--- src/lut_ram_cfg.svh ---
// Constants for the lookup-table memory: sizes, mode codes and default contents.
`ifndef LUT_RAM_CFG_SVH
`define LUT_RAM_CFG_SVH

// Words in one half and width of its address.
`define LUT_HALF_DEPTH 16
`define LUT_ADDR_W     4
// Words in the joined single-port arrangement.
`define LUT_FULL_DEPTH 32
// Contents loaded at configuration when no others are given.
`define LUT_INIT_ZERO  32'h0000_0000
// Arrangement codes; Gray order from dual-port through to level mode.
`define LUT_MODE_DUAL  2'h0
`define LUT_MODE_E16X2 2'h1
`define LUT_MODE_E32X1 2'h3
`define LUT_MODE_LEVEL 2'h2
// Upper half starts at this bit of the store.
`define LUT_HALF_B_LSB 16

`endif

--- src/lut_ram_pkg.sv ---
// Types shared by the lookup-table memory and its write-capture stage.
`default_nettype none

package lut_ram_pkg;
`include "lut_ram_cfg.svh"

   // Arrangement of the two halves and their write timing.
   typedef enum logic [1:0] {
      MODE_DUAL  = `LUT_MODE_DUAL,
      MODE_E16X2 = `LUT_MODE_E16X2,
      MODE_E32X1 = `LUT_MODE_E32X1,
      MODE_LEVEL = `LUT_MODE_LEVEL
   } ram_mode_e;

   typedef logic [`LUT_ADDR_W-1:0] half_addr_t;

endpackage : lut_ram_pkg

`default_nettype wire

--- src/lut_write_capture.sv ---
// Write-clock edge detection and capture of address, data and strobe.
`default_nettype none

module lut_write_capture
   import lut_ram_pkg::*;
(
   // Clock and synchronised reset.
   input  wire logic              clk_sys,
   input  wire logic              rst_sync_n,
   // Write clock as sampled fabric signal, and its active-edge choice.
   input  wire logic              write_clk,
   input  wire logic              edge_falling,
   // Fabric write request.
   input  wire lut_ram_pkg::half_addr_t addr,
   input  wire logic              addr_hi,
   input  wire logic              data_a,
   input  wire logic              data_b,
   input  wire logic              write_strobe,
   // Captured request and the internal write pulse.
   output logic                   wr_pulse,
   output lut_ram_pkg::half_addr_t wr_addr,
   output logic                   wr_addr_hi,
   output logic                   wr_data_a,
   output logic                   wr_data_b
);
   import lut_ram_pkg::*;

   typedef struct packed {
      logic       clk_prev;
      logic       pulse;
      half_addr_t addr;
      logic       addr_hi;
      logic       data_a;
      logic       data_b;
   } cap_s;

   cap_s st_q;
   cap_s st_d;
   logic active_edge;

   ////////////////////////////////////////////////////////////////////////////
   // Edge detection: the chosen sense of the write clock marks the edge.
   always_comb
   begin
      active_edge = edge_falling ? (st_q.clk_prev & ~write_clk)
                                 : (~st_q.clk_prev & write_clk);
      st_d          = st_q;
      st_d.clk_prev = write_clk;
      st_d.pulse    = 1'b0;
      // Address, data and strobe are all taken on the edge; the store is
      // written one cycle later, so a late change cannot disturb it.
      if (active_edge)
      begin
         st_d.addr    = addr;
         st_d.addr_hi = addr_hi;
         st_d.data_a  = data_a;
         st_d.data_b  = data_b;
         st_d.pulse   = write_strobe;
      end
   end

   ////////////////////////////////////////////////////////////////////////////
   // State register.
   always_ff @(posedge clk_sys or negedge rst_sync_n)
   begin
      if (!rst_sync_n)
         st_q <= '0;
      else
         st_q <= st_d;
   end

   assign wr_pulse   = st_q.pulse;
   assign wr_addr    = st_q.addr;
   assign wr_addr_hi = st_q.addr_hi;
   assign wr_data_a  = st_q.data_a;
   assign wr_data_b  = st_q.data_b;

endmodule : lut_write_capture

`default_nettype wire

--- src/lut_dual_port_ram.sv ---
// Lookup-table memory: dual-port, edge-triggered and level-sensitive modes.
`default_nettype none

`include "lut_ram_cfg.svh"

// What this block does
// - Both halves form one 16x1 dual-port memory.
// - Read and write together, same address allowed.
// - Dual-port writes only on the write edge.
// - Shared address writes and drives primary read.
// - Secondary read uses the second read address; 32x1 uses the shared address.
// - Second half written at shared address; level mode uses second read address.
// - One data bit written into both halves in dual-port mode.
// - Level mode writes like a latch.
// - Configuration loads given contents, else zeros.
// - Reset never changes stored contents.
// - Edge captures address, data, strobe; then writes.
// - Edge sense selectable; strobe active high.
// - 32x1: second data input is fifth address bit.
module lut_dual_port_ram
   import lut_ram_pkg::*;
#(
   parameter logic [`LUT_FULL_DEPTH-1:0] INIT_CONTENTS = `LUT_INIT_ZERO
)
(
   // Clock and reset.
   input  wire logic                    clk_sys,
   input  wire logic                    rst_n,
   // Static arrangement chosen with the cell's configuration.
   input  wire lut_ram_pkg::ram_mode_e  mode,
   input  wire logic                    edge_falling,
   // Write side from fabric logic.
   input  wire logic                    write_clk,
   input  wire logic                    write_strobe,
   input  wire lut_ram_pkg::half_addr_t addr,
   input  wire logic                    first_data_input,
   input  wire logic                    second_data_input,
   // Second read port.
   input  wire lut_ram_pkg::half_addr_t second_read_address,
   // Read results and write completion.
   output logic                         primary_read_out,
   output logic                         secondary_read_out,
   output logic                         write_done
);
   import lut_ram_pkg::*;

   ////////////////////////////////////////////////////////////////////////////
   // Types and signals.

   typedef struct packed {
      logic rst_meta;
      logic rst_sync;
   } rst_s;

   typedef struct packed {
      logic pri;
      logic sec;
      logic done;
   } out_s;

   rst_s                       rs_q;
   out_s                       st_q;
   out_s                       st_d;
   logic                       rst_sync_n;

   // Store: bits 15..0 are the first half, bits 31..16 the second.
   // In the 32x1 arrangement the fifth address bit picks between them.
   logic [`LUT_FULL_DEPTH-1:0] mem_q = INIT_CONTENTS;
   logic [`LUT_FULL_DEPTH-1:0] mem_d;
   logic                       mem_we;

   logic                       cap_pulse;
   half_addr_t                 cap_addr;
   logic                       cap_addr_hi;
   logic                       cap_data_a;
   logic                       cap_data_b;

   logic                       edge_mode;
   logic                       level_write;

   // Write steering: word and bit chosen for each half, and whether to write.
   half_addr_t                 lo_addr;
   logic                       lo_data;
   logic                       lo_en;
   half_addr_t                 hi_addr;
   logic                       hi_data;
   logic                       hi_en;

   // Read steering: half and word chosen for each read port.
   logic                       pri_hi;
   half_addr_t                 pri_addr;
   logic                       sec_hi;
   half_addr_t                 sec_addr;

   ////////////////////////////////////////////////////////////////////////////
   // Functions.

   // Bit index in the store of a word in the chosen half.
   function automatic logic [4:0] half_index(input logic hi, input half_addr_t a);
      half_index = {hi, a};
   endfunction : half_index

   // Read one bit of the store.
   function automatic logic read_bit(input logic [`LUT_FULL_DEPTH-1:0] m,
                                     input logic hi, input half_addr_t a);
      read_bit = m[half_index(hi, a)];
   endfunction : read_bit

   // Return the store with one bit replaced.
   function automatic logic [`LUT_FULL_DEPTH-1:0] put_bit(
      input logic [`LUT_FULL_DEPTH-1:0] m, input logic hi,
      input half_addr_t a, input logic v);
      logic [`LUT_FULL_DEPTH-1:0] r;
      r = m;
      r[half_index(hi, a)] = v;
      put_bit = r;
   endfunction : put_bit

   ////////////////////////////////////////////////////////////////////////////
   // Reset release through two flip-flops; assertion is immediate.
   always_ff @(posedge clk_sys or negedge rst_n)
   begin
      if (!rst_n)
         rs_q <= '0;
      else
         rs_q <= '{rst_meta: 1'b1, rst_sync: rs_q.rst_meta};
   end

   assign rst_sync_n = rs_q.rst_sync;

   ////////////////////////////////////////////////////////////////////////////
   // Edge-triggered write capture, shared by every edge mode.
   lut_write_capture u_capture (
      .clk_sys      (clk_sys),
      .rst_sync_n   (rst_sync_n),
      .write_clk    (write_clk),
      .edge_falling (edge_falling),
      .addr         (addr),
      .addr_hi      (second_data_input),
      .data_a       (first_data_input),
      .data_b       (second_data_input),
      .write_strobe (write_strobe),
      .wr_pulse     (cap_pulse),
      .wr_addr      (cap_addr),
      .wr_addr_hi   (cap_addr_hi),
      .wr_data_a    (cap_data_a),
      .wr_data_b    (cap_data_b)
   );

   ////////////////////////////////////////////////////////////////////////////
   // Write steering. Each arrangement names, for each half, the word to
   // write and the bit to put there. Dual-port mode has no level path at
   // all, so a strobe held high without a write-clock edge never touches
   // the store there.
   always_comb
   begin
      edge_mode   = (mode != MODE_LEVEL);
      level_write = (mode == MODE_LEVEL) && write_strobe;
      lo_addr     = cap_addr;
      lo_data     = cap_data_a;
      lo_en       = 1'b0;
      hi_addr     = cap_addr;
      hi_data     = cap_data_a;
      hi_en       = 1'b0;
      if (edge_mode && cap_pulse)
      begin
         case (mode)
            MODE_DUAL:
            begin
               // One bit at the shared address lands in both halves, so the
               // second read port always sees the same contents.
               lo_en = 1'b1;
               hi_en = 1'b1;
            end
            MODE_E16X2:
            begin
               hi_data = cap_data_b;
               lo_en   = 1'b1;
               hi_en   = 1'b1;
            end
            MODE_E32X1:
            begin
               // The fifth address bit picks one half; the other is untouched.
               lo_en = ~cap_addr_hi;
               hi_en = cap_addr_hi;
            end
            default:
            begin
               lo_en = 1'b0;
               hi_en = 1'b0;
            end
         endcase
      end
      else if (level_write)
      begin
         // Latch behaviour: every cycle with the strobe high rewrites the
         // word now addressed with the data now presented. Nothing guards
         // against an address that moves under a high strobe; keeping it
         // steady is the duty of the driving logic.
         lo_addr = addr;
         lo_data = first_data_input;
         hi_addr = second_read_address;
         hi_data = second_data_input;
         lo_en   = 1'b1;
         hi_en   = 1'b1;
      end
   end

   ////////////////////////////////////////////////////////////////////////////
   // Store update: only the bits chosen above change. Both halves are
   // written in one cycle, so they never disagree in between.
   always_comb
   begin
      mem_we = lo_en | hi_en;
      mem_d  = mem_q;
      if (lo_en)
         mem_d = put_bit(mem_d, 1'b0, lo_addr, lo_data);
      if (hi_en)
         mem_d = put_bit(mem_d, 1'b1, hi_addr, hi_data);
   end

   ////////////////////////////////////////////////////////////////////////////
   // The store has no reset: contents come only from configuration, and
   // the chip-wide reset leaves them alone.
   always_ff @(posedge clk_sys)
   begin
      if (mem_we)
         mem_q <= mem_d;
   end

   ////////////////////////////////////////////////////////////////////////////
   // Read steering. Each port picks a half and a word. Only the joined 32x1
   // arrangement lets a data pin choose the half, and there both ports look
   // at the same word; every other arrangement reads the lower half through
   // the shared address and the upper half through the second read address.
   always_comb
   begin
      pri_hi   = 1'b0;
      pri_addr = addr;
      sec_hi   = 1'b1;
      sec_addr = second_read_address;
      case (mode)
         MODE_E32X1:
         begin
            pri_hi   = second_data_input;
            sec_hi   = second_data_input;
            sec_addr = addr;
         end
         MODE_DUAL,
         MODE_E16X2,
         MODE_LEVEL:
         begin
            pri_hi = 1'b0;
            sec_hi = 1'b1;
         end
         default:
         begin
            pri_hi = 1'b0;
            sec_hi = 1'b1;
         end
      endcase
   end

   ////////////////////////////////////////////////////////////////////////////
   // Read ports. Both are looked up every clk_sys cycle from the store as it
   // stands after any write of this cycle, so a read of the address being
   // written returns the new bit; the write clock plays no part. The price
   // of registered outputs is one cycle of read latency.
   always_comb
   begin
      st_d      = st_q;
      st_d.done = mem_we && edge_mode;
      st_d.pri  = read_bit(mem_d, pri_hi, pri_addr);
      st_d.sec  = read_bit(mem_d, sec_hi, sec_addr);
   end

   ////////////////////////////////////////////////////////////////////////////
   // Output register. Only the outputs are cleared by reset; the store
   // behind them keeps its contents.
   always_ff @(posedge clk_sys or negedge rst_sync_n)
   begin
      if (!rst_sync_n)
         st_q <= '0;
      else
         st_q <= st_d;
   end

   assign primary_read_out   = st_q.pri;
   assign secondary_read_out = st_q.sec;
   assign write_done         = st_q.done;

endmodule : lut_dual_port_ram

`default_nettype wire

--- config.mk ---
export PLATFORM = sky130hd
export DESIGN_NAME = lut_dual_port_ram
export DESIGN_NICKNAME = d
export VERILOG_FILES = /design/src/lut_ram_pkg.sv /design/src/lut_write_capture.sv /design/src/lut_dual_port_ram.sv
export VERILOG_INCLUDE_DIRS = /design/src /design/src/src
export SDC_FILE = /design/constraint.sdc
export NUM_CORES = 1
export LEC_CHECK = 0
export ABC_AREA = 1
export BUFFER_PORTS_ARGS = -buffer_cell sky130_fd_sc_hd__buf_4
export CAP_MARGIN = 15
export CORE_UTILIZATION = 62
export CTS_BUF_LIST = sky130_fd_sc_hd__clkbuf_16
export CTS_CLUSTER_DIAMETER = 100
export CTS_CLUSTER_SIZE = 25
export DETAILED_ROUTE_END_ITERATION = 10
export HOLD_SLACK_MARGIN = 0.03
export PLACE_DENSITY = 0.84
export RECOVER_POWER = 50
export SYNTH_ARGS = -nofsm -noshare
export SYNTH_HDL_FRONTEND = slang
export SYNTH_HIERARCHICAL = 1
export SYNTH_SLANG_ARGS = --single-unit
--- constraint.sdc ---
create_clock -name clk_sys -period 0.8 [get_ports clk_sys]
set_input_delay 0.08 -clock clk_sys [delete_from_list [all_inputs] [get_ports clk_sys]]
set_output_delay 0.08 -clock clk_sys [all_outputs]
set_load 0.02 [all_outputs]
==> flow_metrics.env, run 1 <==
export IMPL_yosysUniqueCellTypes=31
export IMPL_placed_instance_area_um2=4711
export IMPL_syn_num_nets=569
export IMPL_cts_made_buffers=5
export IMPL_io_pin_count=20
export IMPL_synth_top_family_by_area="simple AND/OR/NAND/NOR gates"
export IMPL_gp_congestion=0.9664
export IMPL_synth_adder_area_share=0
export IMPL_die_w_um=79.63
export IMPL_worstEndpointType="sequential cell input"
export IMPL_synth_xor_area_frac=0
export IMPL_clock_sinks=46
export IMPL_cts_root_buffer="sky130_fd_sc_hd__clkbuf_16"
export IMPL_error_that_stopped_the_run="[ERROR DPL-0038] Utilization greater than 100%, impossible to legalize"
export IMPL_cts_htree_levels=2
export IMPL_synth_compound_gate_area_share=0.02177
export IMPL_cts_root_to_sink_buffers=2
export IMPL_placement_row_count=27
export IMPL_synthesis_area_um2=3736
export IMPL_post_synth_and_or_nand_nor_area_fraction=0.4983
export IMPL_globalroute_repair_timing_worst_endpoint="secondary_read_out$_DFF_PN0_/D"
export IMPL_synth_mux_area_fraction=0
export IMPL_syn_avg_cell_area_um2=6.768
export IMPL_seq_total_area_yosys=0.3510
export IMPL_initial_core_util=0.6622
export IMPL_grt_start_max_net_pins=17
export IMPL_placement_io_buffers=19
export IMPL_die_height_um=79.63
export IMPL_outcome_stop_stage="global routing (5_1_grt)"
export IMPL_yosys_area_top_type="sky130_fd_sc_hd__edfxtp_1"
export IMPL_placedCellCount=714
export IMPL_synth_top_cell_area_share=0.2572
export IMPL_run_status="stopped before the end"
export IMPL_yosys_warnings=6
export IMPL_dp_hpwl_um=8332
export IMPL_syn_inst=552
export IMPL_leading_post_synthesis_cells_by_cell_area="sky130_fd_sc_hd__edfxtp_1, sky130_fd_sc_hd__nand3_1, sky130_fd_sc_hd__nand2_1, sky130_fd_sc_hd__dfrtp_1, sky130_fd_sc_hd__inv_1"
export IMPL_postSynthRegisterBits=46
[kinds of logic after synthesis]
kind of cell	count (synthesis)
compound gates	10
buf+inv	111
flops	46
other cells	1
simple gates	384
[repair_timing]
item / 4_1_cts
setup endpoints to repair: 78
hold buffers: 4
buffers inserted: 24
pin swaps: 18
gates resized for setup: 78
hold endpoints to repair: 5
gates cloned: 3
[stage by stage]
| step | worst slack [ps] | hold WS, ps |
|---|---|---|
| after global placement | -1068 | -138.5 |
| after CTS | -1088 | 112.6 |
| after detailed placement | -1109 | -135.9 |
| after floorplan | -906.3 | -215.6 |
[cells in the mapped netlist]
cell type and count:
sky130_fd_sc_hd__a21boi_0 1, sky130_fd_sc_hd__a21oi_2 1, sky130_fd_sc_hd__and2_0 1, sky130_fd_sc_hd__buf_1 1, sky130_fd_sc_hd__buf_12 1, sky130_fd_sc_hd__buf_2 9, sky130_fd_sc_hd__buf_4 7, sky130_fd_sc_hd__buf_6 1
sky130_fd_sc_hd__clkbuf_1 1, sky130_fd_sc_hd__conb_1 1, sky130_fd_sc_hd__dfrtp_1 14, sky130_fd_sc_hd__edfxtp_1 32, sky130_fd_sc_hd__inv_1 87, sky130_fd_sc_hd__inv_2 4, sky130_fd_sc_hd__nand2_1 175, sky130_fd_sc_hd__nand2_2 9
sky130_fd_sc_hd__nand2_4 3, sky130_fd_sc_hd__nand2_8 1, sky130_fd_sc_hd__nand3_1 149, sky130_fd_sc_hd__nand3_2 2, sky130_fd_sc_hd__nand3_4 1, sky130_fd_sc_hd__nand4_1 18, sky130_fd_sc_hd__nor2_1 9, sky130_fd_sc_hd__nor2_2 6
sky130_fd_sc_hd__nor2_4 9, sky130_fd_sc_hd__nor2_8 1, sky130_fd_sc_hd__o21ai_0 3, sky130_fd_sc_hd__o21ai_1 1, sky130_fd_sc_hd__o21ai_2 2, sky130_fd_sc_hd__o21ai_4 1, sky130_fd_sc_hd__o21bai_2 1
==> inputs of run 2 (changes only) <==
--- a/config.mk
+++ b/config.mk
@@ -9,13 +9,9 @@
 export ABC_AREA = 1
 export BUFFER_PORTS_ARGS = -buffer_cell sky130_fd_sc_hd__buf_4
 export CAP_MARGIN = 15
-export CORE_UTILIZATION = 62
-export CTS_BUF_LIST = sky130_fd_sc_hd__clkbuf_16
-export CTS_CLUSTER_DIAMETER = 100
-export CTS_CLUSTER_SIZE = 25
+export CORE_UTILIZATION = 40
 export DETAILED_ROUTE_END_ITERATION = 10
-export HOLD_SLACK_MARGIN = 0.03
-export PLACE_DENSITY = 0.84
+export PLACE_DENSITY_LB_ADDON = 0.15
 export RECOVER_POWER = 50
 export SYNTH_ARGS = -nofsm -noshare
 export SYNTH_HDL_FRONTEND = slang
==> run 2 against run 1 <==
The flow now finishes, with violations (setup timing); synthesized cell count unchanged; area after synthesis unchanged.
==> flow_metrics.env, run 2 <==
export IMPL_run_status="complete, but fails checks"
export IMPL_violated_checks="setup timing"
export IMPL_number_of_global_route_vias_before_repair=3642
export IMPL_final_util=0.6264
export IMPL_setup_reg_to_reg_worst_slack_ps=-1060
export IMPL_yosys_area_top_type="sky130_fd_sc_hd__edfxtp_1"
export IMPL_postSynthRegisterBits=46
export IMPL_placedCellCount=750
export IMPL_antenna_found_initial=0
export IMPL_syn_inst=552
export IMPL_maxSlewViolCount=0
export IMPL_dp_hpwl_um=8169
export IMPL_timing_hold_worst_start="first_data_input"
export IMPL_gr_max_usage_layer="met2"
export IMPL_swShare=0.3795
export IMPL_timing_final_hold_violations=0
export IMPL_p_leak_uw=0.002639
export IMPL_grt_start_max_net_pins=17
export IMPL_setup_worst_path_end_class="register"
export IMPL_min_to="u_capture/wr_data_a"
export IMPL_leading_post_synthesis_cells_by_cell_area="sky130_fd_sc_hd__edfxtp_1, sky130_fd_sc_hd__nand3_1, sky130_fd_sc_hd__nand2_1, sky130_fd_sc_hd__dfrtp_1, sky130_fd_sc_hd__inv_1"
export IMPL_drtIter0Drc=227
export IMPL_grt_util_met3=0.02482
export IMPL_area_delta_synth_final_pct=49.06
export IMPL_finalSetupViolations=78
export IMPL_layout_commonest_cell="sky130_fd_sc_hd__nand2_1"
export IMPL_finish_net_count=680
export IMPL_clock_sinks=46
export IMPL_cts_made_buffers=5
export IMPL_worst_setup_hold_path_clk_slew_ps=90
export IMPL_detail_route_drc_violations=0
export IMPL_cell_internal_pwr_uw=4665
export IMPL_largest_register_ff_count=32
export IMPL_cts_root_buffer="sky130_fd_sc_hd__clkbuf_8"
export IMPL_synth_edf_count=32
export IMPL_cts_root_to_sink_buffers=2
export IMPL_crit_path_start_kind="register"
export IMPL_hold_path_depth=3
export IMPL_peakVddDrop_mv=1.005
export IMPL_timing_rr_start="u_capture/wr_pulse"
export IMPL_fmax_ghz=0.5376
export IMPL_timing_rr_end="primary_read_out"
export IMPL_die_height_um=98.65
export IMPL_io_pin_count=20
export IMPL_layout_cells_most_common_list="sky130_fd_sc_hd__nand2_1, sky130_fd_sc_hd__nand3_1, sky130_fd_sc_hd__buf_4, sky130_fd_sc_hd__inv_1, sky130_fd_sc_hd__nand2_2"
export IMPL_cts_tree="yes"
export IMPL_grt_use_met2=0.4041
export IMPL_final_cells=772
export IMPL_seq_total_area_yosys=0.3510
export IMPL_synthTopCellsByCount="sky130_fd_sc_hd__nand2_1, sky130_fd_sc_hd__nand3_1, sky130_fd_sc_hd__inv_1"
export IMPL_postSynth_topFlopCell="sky130_fd_sc_hd__edfxtp_1"
export IMPL_worst_hold_slack_ps=3.025
export IMPL_timing_final_ws_setup_ps=-1060
export IMPL_drt_wl_total_um=11670
export IMPL_post_drt_via_cell_ratio=5.339
export IMPL_required_ps=1010
export IMPL_gr_total_overflow=0
export IMPL_cts_htree_levels=2
export IMPL_drtPass1Iterations=5
export IMPL_fp_coreArea_um2=8891
export IMPL_gr_usage_all_layers=0.2336
export IMPL_final_period_minus_worst_setup_slack_ps=1860
export IMPL_max_cap_violations=0
export IMPL_yosysUniqueCellTypes=31
export IMPL_die_w_um=98.65
export IMPL_synthesis_area_um2=3736
export IMPL_synthMostInstantiatedCell="sky130_fd_sc_hd__nand2_1"
export IMPL_switching_power_uw=2853
export IMPL_clk_insertion_delay_late_ps=300
export IMPL_n_antenna_cell=0
export IMPL_placement_setup_worst_slack_ps=-1124
export IMPL_p_per_area_nw_per_um2=1350
export IMPL_largest_register="mem_q"
export IMPL_clock_power_share=0.190
export IMPL_worst_path_max_fanout=6
export IMPL_initial_core_util=0.4202
export IMPL_worstRegToRegCells=12
export IMPL_grt_first_pass_wirelength_um=17800
export IMPL_rsz_0062_raised_after_global_routing="yes"
export IMPL_placement_row_count=34
export IMPL_ys_async_sr_fraction=0.3043
export IMPL_die_area_um2=9731
export IMPL_drt_antenna_violating_nets=0
export IMPL_synth_top_cell_area_share=0.2572
export IMPL_post_route_cells_drive_above_1_share=0.4202
export IMPL_syn_num_nets=569
export IMPL_timing_worst_setup_path_type="reg2reg"
export IMPL_part_of_the_cycle_the_worst_path_needs=2.325
export IMPL_clock_skew_ps=12.54
export IMPL_syn_avg_cell_area_um2=6.768
export IMPL_post_layout_total_power_uw=7519
export IMPL_global_route_usage_met1=0.3133
export IMPL_yosys_warnings=6
export IMPL_hold_path_class="in2reg"
export IMPL_pwr_share_comb=0.430
export IMPL_crit_arrival_ps=2070
export IMPL_gp_congestion=0.8955
export IMPL_placement_io_buffers=19
export IMPL_wire_per_inst_um=15.12
export IMPL_detailroute_via_count=4122
export IMPL_pwr_share_seq=0.380
==> run 2: cell counts after synthesis <==
No cell type changed its count.
==> run 2: logic make-up after synthesis <==
kind of cell / Yosys count / synth area share
buffers and inverters: 111 / 0.1279
AOI/OAI and AO/OA: 10 / 0.02177
other: 1 / 0.001004
DFF: 46 / 0.3510
and+or+nand+nor: 384 / 0.4983
==> run 2: timing repair <==
item                                    4_1_cts  5_1_grt
buffers inserted                             12       19
endpoints found under the setup margin       78       78
hold buffers                                  2        0
gates resized for setup                      56      100
endpoints found under the hold margin         3        0
cloned                                        2        1
pin swaps                                    23       47
==> run 2: power groups by stage <==
stage          Clock, uW  Combinational, uW  Sequential, uW
2_1_floorplan          0               1690            2880
5_1_grt             1560               3490            2870
3_5_place_dp           0               2600            2900
3_3_place_gp           0               2590            2900
4_1_cts             1490               2780            2850
6_report            1430               3230            2860
==> run 2: worst max-delay path by stage <==
stage / startpoint / end / slack [ps] / cells after the start
finish: u_capture/wr_pulse / primary_read_out / -1060 / 12
global route: u_capture/wr_addr[1] / secondary_read_out / -1190 / 16
CTS: u_capture/wr_pulse / primary_read_out / -1010 / 13
detailed placement: mode[0] / secondary_read_out / -1120 / 17
global placement: mode[0] / secondary_read_out / -1090 / 16
floorplan: u_capture/wr_pulse / secondary_read_out / -910 / 14
==> run 2: cell type report <==
class | count | area (um^2)
Fill cell | 783 | 3322
Clock buffer | 8 | 80.08
Sequential cell | 46 | 1313
Timing Repair Buffer | 123 | 1176
Tap cell | 108 | 135.1
Multi-Input combinational cell | 396 | 2524
Inverter | 91 | 341.6
==> run 2: per-layer routing <==
layer  part of all wire  up-vias
met2               0.50      134
met4              0.020        0
li1                   -     2023
met1               0.44     1941
met3              0.043       24
met5                  0        -
==> run 2: critical path: stages, from the launching register on <==
cell	delay [ps]
sky130_fd_sc_hd__dfrtp_2	450
sky130_fd_sc_hd__nand4_1	230
sky130_fd_sc_hd__nand2_8	130
sky130_fd_sc_hd__nor2_4	210
sky130_fd_sc_hd__nand3_2	150
sky130_fd_sc_hd__nand3_1	110
sky130_fd_sc_hd__nand3_1	100
sky130_fd_sc_hd__nand2_1	100
sky130_fd_sc_hd__nand2_1	50
sky130_fd_sc_hd__nand3_1	80
sky130_fd_sc_hd__nand2_1	50
sky130_fd_sc_hd__nand2_1	50
sky130_fd_sc_hd__nand2_1	50
==> run 2: stage by stage <==
stage	cell area (um^2)	TNS [ps]
4_1_cts	5117	-40520
3_5_place_dp	4793	-47190
6_report	5569	-43120
2_1_floorplan	3913	-29510
3_3_place_gp	4793	-46240
5_1_grt	5569	-47040
No activity file was read; power rests on OpenSTA's default activity.
==> inputs of run 3 (changes only) <==
==> constraint.sdc (replaced) <==
create_clock -name clk_sys -period 1.6 [get_ports clk_sys]
set_input_delay 0.16 -clock clk_sys [delete_from_list [all_inputs] [get_ports clk_sys]]
set_output_delay 0.16 -clock clk_sys [all_outputs]
set_load 0.02 [all_outputs]
==> run 3 against run 2 <==
Clock power shrank 49%; flip-flop and latch count stayed put; clock skew shrank 5.2 ps; wire length is essentially flat; critical path depth is 4 higher; worst hold slack better by 96 ps; cell count up 1.6%; total power is 50% lower; the run still ends with setup timing left; combinational power down 50%; register-to-register slack improved by 770 ps.
==> flow_metrics.env, run 3 (same netlist as run 2, synthesis figures left out) <==
export IMPL_run_status="complete, but fails checks"
export IMPL_violated_checks="setup timing"
export IMPL_cts_root_to_sink_buffers=2
export IMPL_final_period_minus_worst_setup_slack_ps=1892
export IMPL_worst_path_max_fanout=7
export IMPL_clk_insertion_delay_late_ps=310
export IMPL_p_per_area_nw_per_um2=684.5
export IMPL_number_of_global_route_vias_before_repair=3791
export IMPL_max_slew_headroom=0.6150
export IMPL_dp_hpwl_um=8225
export IMPL_grt_start_max_net_pins=27
export IMPL_p_leak_uw=0.002682
export IMPL_io_pin_count=20
export IMPL_drtIter0Drc=223
export IMPL_area_delta_synth_final_pct=47.69
export IMPL_fp_coreArea_um2=8891
export IMPL_worst_setup_hold_path_clk_slew_ps=90
export IMPL_fmax_ghz=0.5285
export IMPL_clock_skew_ps=7.317
export IMPL_layout_commonest_cell="sky130_fd_sc_hd__nand2_1"
export IMPL_required_ps=1800
export IMPL_cts_htree_levels=2
export IMPL_placed_instance_area_um2=4811
export IMPL_initial_core_util=0.4202
export IMPL_die_height_um=98.65
export IMPL_die_area_um2=9731
export IMPL_fin_area_um2=5518
export IMPL_timing_worst_setup_path_type="reg2reg"
export IMPL_gr_total_overflow=0
export IMPL_post_layout_total_power_uw=3777
export IMPL_post_drt_via_cell_ratio=5.175
export IMPL_crit_arrival_ps=2090
export IMPL_worst_hold_slack_ps=99.00
export IMPL_gp_congestion=0.9675
export IMPL_timing_final_hold_violations=0
export IMPL_max_cap_violations=0
export IMPL_detailroute_via_count=4057
export IMPL_fin_setup_tns_ps=-2117
export IMPL_crit_path_start_kind="register"
export IMPL_wire_per_inst_um=14.90
export IMPL_post_route_cells_drive_above_1_share=0.4186
export IMPL_grt_first_pass_wirelength_um=18000
export IMPL_final_util=0.6206
export IMPL_n_antenna_cell=0
export IMPL_hold_path_class="in2reg"
export IMPL_drt_antenna_violating_nets=0
export IMPL_placement_row_count=34
export IMPL_rsz_0062_raised_after_global_routing="yes"
export IMPL_antenna_found_initial=0
export IMPL_cts_tree="yes"
export IMPL_fillers=794
export IMPL_cts_root_buffer="sky130_fd_sc_hd__clkbuf_8"
export IMPL_part_of_the_cycle_the_worst_path_needs=1.183
export IMPL_drt_wl_total_um=11680
export IMPL_setup_worst_path_end_class="register"
export IMPL_tightest_pin_transition_ps=577.5
export IMPL_maxSlewViolCount=0
export IMPL_detail_route_drc_violations=0
export IMPL_cts_made_buffers=5
export IMPL_finalSetupViolations=30
export IMPL_timing_final_ws_setup_ps=-292.0
export IMPL_largest_register="mem_q"
export IMPL_largest_register_ff_count=32
export IMPL_die_w_um=98.65
export IMPL_placement_io_buffers=19
export IMPL_peakVddDrop_mv=0.4443
export IMPL_gr_usage_all_layers=0.2364
export IMPL_finish_net_count=692
export IMPL_clock_sinks=46
export IMPL_layout_cells_most_common_list="sky130_fd_sc_hd__nand2_1, sky130_fd_sc_hd__nand3_1, sky130_fd_sc_hd__buf_4, sky130_fd_sc_hd__inv_1, sky130_fd_sc_hd__nand2_2"
export IMPL_drtPass1Iterations=5
run 3: cell types whose count changed in the layout (fill, tap and decap cells not counted), sizes merged:
| cell | change |
|---|---|
| clkbuf | -3 |
| buf | +14 |
| clkinv | +2 |
| nand3 | -1 |
run 3: final timing paths:
check                                        start                  end  slack [ps]  depth (start not counted)
min in group asynchronous                    rst_n              rs_q[1]         160                          2
worst max register to register  u_capture/wr_pulse     primary_read_out        -290                         16
max in group asynchronous               rst_sync_n           write_done         980                          0
worst min register to register          rst_sync_n   secondary_read_out         240                          0
worst max-delay path            u_capture/wr_pulse     primary_read_out        -290                         16
worst min-delay path              first_data_input  u_capture/wr_data_a         100                          3
run 3: area by class of cell:
type / count / area [um^2] / share of cell area
sequential: 46 / 1311 / 0.2376
multi-input combinational: 395 / 2420 / 0.4385
clock inverter: 2 / 8.758 / 0.001587
timing repair buffer: 136 / 1229 / 0.2227
tap: 108 / 135.1 / 0.02449
clock buffer: 6 / 72.57 / 0.01315
inverter: 91 / 341.6 / 0.06190
run 3: what timing repair did:
action                                  CTS  global route
endpoints found under the setup margin   32            53
gates resized for setup                  43            97
buffers inserted                          6            18
hold buffers                              2             0
pin swaps                                11            39
endpoints found under the hold margin     3             0
run 3: critical path: stages (launching register included):
cell                      delay [ps]
sky130_fd_sc_hd__dfrtp_1         390
sky130_fd_sc_hd__nand2_2          90
sky130_fd_sc_hd__buf_12          130
sky130_fd_sc_hd__nand2_8         100
sky130_fd_sc_hd__nor2_4           50
sky130_fd_sc_hd__nor2_4          110
sky130_fd_sc_hd__buf_12          140
sky130_fd_sc_hd__buf_12          140
sky130_fd_sc_hd__nand3_4          90
sky130_fd_sc_hd__nand3_1          80
sky130_fd_sc_hd__nand3_1          80
sky130_fd_sc_hd__nand2_1          80
sky130_fd_sc_hd__nand2_1          70
sky130_fd_sc_hd__nand3_1          80
sky130_fd_sc_hd__nand2_1          50
sky130_fd_sc_hd__nand2_1          50
sky130_fd_sc_hd__nand2_1          50
run 3: per-layer routing:
metal | GRT usage | wire length [um]
met3 | 0.02908 | 598
met2 | 0.4063 | 5702
met4 | 0.06085 | 138
met5 | 0 | 0
met1 | 0.3159 | 5241
run 3: per-stage QoR:
stage / setup WS (ps) / std cells
2_1_floorplan: -127.6 / 552
3_3_place_gp: -363.3 / 757
3_5_place_dp: -386.8 / 757
4_1_cts: -231.8 / 769
5_1_grt: -399.3 / 784
6_report: -292.0 / 784
run 3: power by group:
part	leakage (uW)	internal [uW]	switching (uW)
combinational	0.00217	670	957
clock	0.0000426	302	422
sequential	0.000470	1370	51.0
total	0.00268	2350	1430
==> inputs of run 4 (changes only) <==
--- a/config.mk
+++ b/config.mk
@@ -7,10 +7,9 @@
 export NUM_CORES = 1
 export LEC_CHECK = 0
 export ABC_AREA = 1
-export BUFFER_PORTS_ARGS = -buffer_cell sky130_fd_sc_hd__buf_4
-export CAP_MARGIN = 15
 export CORE_UTILIZATION = 40
 export DETAILED_ROUTE_END_ITERATION = 10
+export DONT_BUFFER_PORTS = 1
 export PLACE_DENSITY_LB_ADDON = 0.15
 export RECOVER_POWER = 50
 export SYNTH_ARGS = -nofsm -noshare
==> constraint.sdc (replaced) <==
create_clock -name clk_sys -period 2.35 [get_ports clk_sys]
set_input_delay 0.235 -clock clk_sys [delete_from_list [all_inputs] [get_ports clk_sys]]
set_output_delay 0.235 -clock clk_sys [all_outputs]
set_load 0.02 [all_outputs]
==> run 4 against run 3 <==
The run now ends clean; cell count decreased by 16%; count of clock-buffer cells in the layout increased by 1; global-route usage decreased by 2.0 points; flip-flop and latch count unchanged; register-to-register slack improved by 590 ps; worst setup slack improved by 590 ps; utilization decreased by 18 points; wire length decreased by 14%; design area decreased by 29%; via count decreased by 11%; worst hold slack got worse by 62 ps; critical path type unchanged; largest power group is now registers.
==> flow_metrics.env, run 4 (same netlist as run 2, synthesis figures left out) <==
export IMPL_worst_setup_hold_path_clk_slew_ps=90
export IMPL_peakVddDrop_mv=0.2952
export IMPL_cts_root_to_sink_buffers=2
export IMPL_placement_io_buffers=0
export IMPL_max_cap_violations=0
export IMPL_antenna_found_initial=0
export IMPL_clock_sinks=46
export IMPL_layout_commonest_cell="sky130_fd_sc_hd__nand2_1"
export IMPL_finalSetupViolations=0
export IMPL_cts_htree_levels=2
export IMPL_fin_area_um2=3904
export IMPL_dp_hpwl_um=7280
export IMPL_hold_buffers=2
export IMPL_post_drt_via_cell_ratio=5.460
export IMPL_cts_tree="yes"
export IMPL_largest_register_ff_count=32
export IMPL_maxSlewViolCount=0
export IMPL_drt_antenna_violating_nets=0
export IMPL_number_of_global_route_vias_before_repair=3328
export IMPL_drtPass1Iterations=5
export IMPL_fp_coreArea_um2=8891
export IMPL_part_of_the_cycle_the_worst_path_needs=0.8721
export IMPL_setup_worst_path_end_class="register"
export IMPL_crit_path_start_kind="register"
export IMPL_worst_path_max_fanout=17
export IMPL_fmax_ghz=0.4879
export IMPL_p_leak_uw=0.001983
export IMPL_final_period_minus_worst_setup_slack_ps=2050
export IMPL_finish_net_count=567
export IMPL_gp_congestion=0.9043
export IMPL_gr_total_overflow=0
export IMPL_crit_arrival_ps=2250
export IMPL_grt_start_max_net_pins=21
export IMPL_cts_root_buffer="sky130_fd_sc_hd__clkbuf_8"
export IMPL_post_cts_setup_buffers=0
export IMPL_worst_hold_slack_ps=37.12
export IMPL_largest_register="mem_q"
export IMPL_rsz_0062_raised_after_global_routing="no"
export IMPL_hold_path_class="in2reg"
export IMPL_wire_per_inst_um=15.22
export IMPL_drt_wl_total_um=10030
export IMPL_timing_worst_setup_path_type="reg2reg"
export IMPL_max_slew_headroom=0.2654
export IMPL_io_pin_count=20
export IMPL_placement_row_count=34
export IMPL_die_height_um=98.65
export IMPL_grt_first_pass_wirelength_um=16420
export IMPL_detailroute_via_count=3598
export IMPL_p_per_area_nw_per_um2=549.0
export IMPL_n_antenna_cell=0
export IMPL_setup_reg_to_reg_worst_slack_ps=300
export IMPL_tightest_pin_transition_ps=1102
export IMPL_cts_made_buffers=5
export IMPL_clock_skew_ps=5.293
export IMPL_initial_core_util=0.4202
export IMPL_post_route_cells_drive_above_1_share=0.09619
export IMPL_gr_usage_all_layers=0.2168
export IMPL_fin_setup_tns_ps=0
export IMPL_drtIter0Drc=232
export IMPL_cts_repair_resized=0
export IMPL_timing_final_hold_violations=0
export IMPL_area_delta_synth_final_pct=4.488
export IMPL_die_w_um=98.65
export IMPL_placed_instance_area_um2=3802
export IMPL_layout_cells_most_common_list="sky130_fd_sc_hd__nand2_1, sky130_fd_sc_hd__nand3_1, sky130_fd_sc_hd__inv_1, sky130_fd_sc_hd__edfxtp_1, sky130_fd_sc_hd__nand4_1"
export IMPL_clk_insertion_delay_late_ps=300
export IMPL_required_ps=2550
export IMPL_run_status="finished, final reports clean"
export IMPL_detail_route_drc_violations=0
export IMPL_die_area_um2=9731
[run 4: final cells by class]
cell class	instances	area (um^2)
timing repair buffer	11	83.83
fill	932	4987
clock buffer	7	96.34
sequential	46	1311
multi-input combinational	395	1932
tap	108	135.1
clock inverter	1	3.754
inverter	91	341.6
[run 4: worst paths after layout]
kind	depth (start not counted)	start	to
max	13	u_capture/wr_pulse	primary_read_out
min	2	first_data_input	u_capture/wr_data_a
max reg2reg	13	u_capture/wr_pulse	primary_read_out
min reg2reg	0	rst_sync_n	u_capture/wr_addr[2]
max in group asynchronous	0	rst_sync_n	write_done
min in group asynchronous	1	rst_n	rst_sync_n
[run 4: layer usage]
layer  vias up  wire length, um  global-route usage
li1       1780                -                   -
met1      1625             4366              0.2813
met3        22              828             0.04539
met2       171             4608              0.3570
met5         -                0                   0
met4         0              229             0.08037
[run 4: metrics by stage]
| stage | utilization | total power (uW) | worst slack (ps) | std cells |
|---|---|---|---|---|
| floorplan | - | 1502 | 473.2 | 552 |
| global placement | 0.4277 | 1606 | 229.6 | 649 |
| detailed placement | 0.4277 | 1612 | 198.9 | 649 |
| CTS | 0.4412 | 2165 | 351.5 | 659 |
| global route | 0.4391 | 2266 | 96.89 | 659 |
| finish | 0.4391 | 2143 | 300.5 | 659 |
[run 4: power breakdown]
part           switching, uW  total, uW  internal (uW)
registers               42.6        979            936
clock network            278        543            265
logic                    442        621            179
[run 4: critical path, cell delays in order (launching register included)]
cell	delay, ps
sky130_fd_sc_hd__dfrtp_1	370
sky130_fd_sc_hd__nand2_1	160
sky130_fd_sc_hd__nand2_8	200
sky130_fd_sc_hd__nand2_4	140
sky130_fd_sc_hd__nor2_2	300
sky130_fd_sc_hd__nand3_1	180
sky130_fd_sc_hd__nand3_1	130
sky130_fd_sc_hd__nand3_1	90
sky130_fd_sc_hd__nand2_1	80
sky130_fd_sc_hd__nand2_1	50
sky130_fd_sc_hd__nand3_1	80
sky130_fd_sc_hd__nand2_1	60
sky130_fd_sc_hd__nand2_1	60
sky130_fd_sc_hd__nand2_1	50
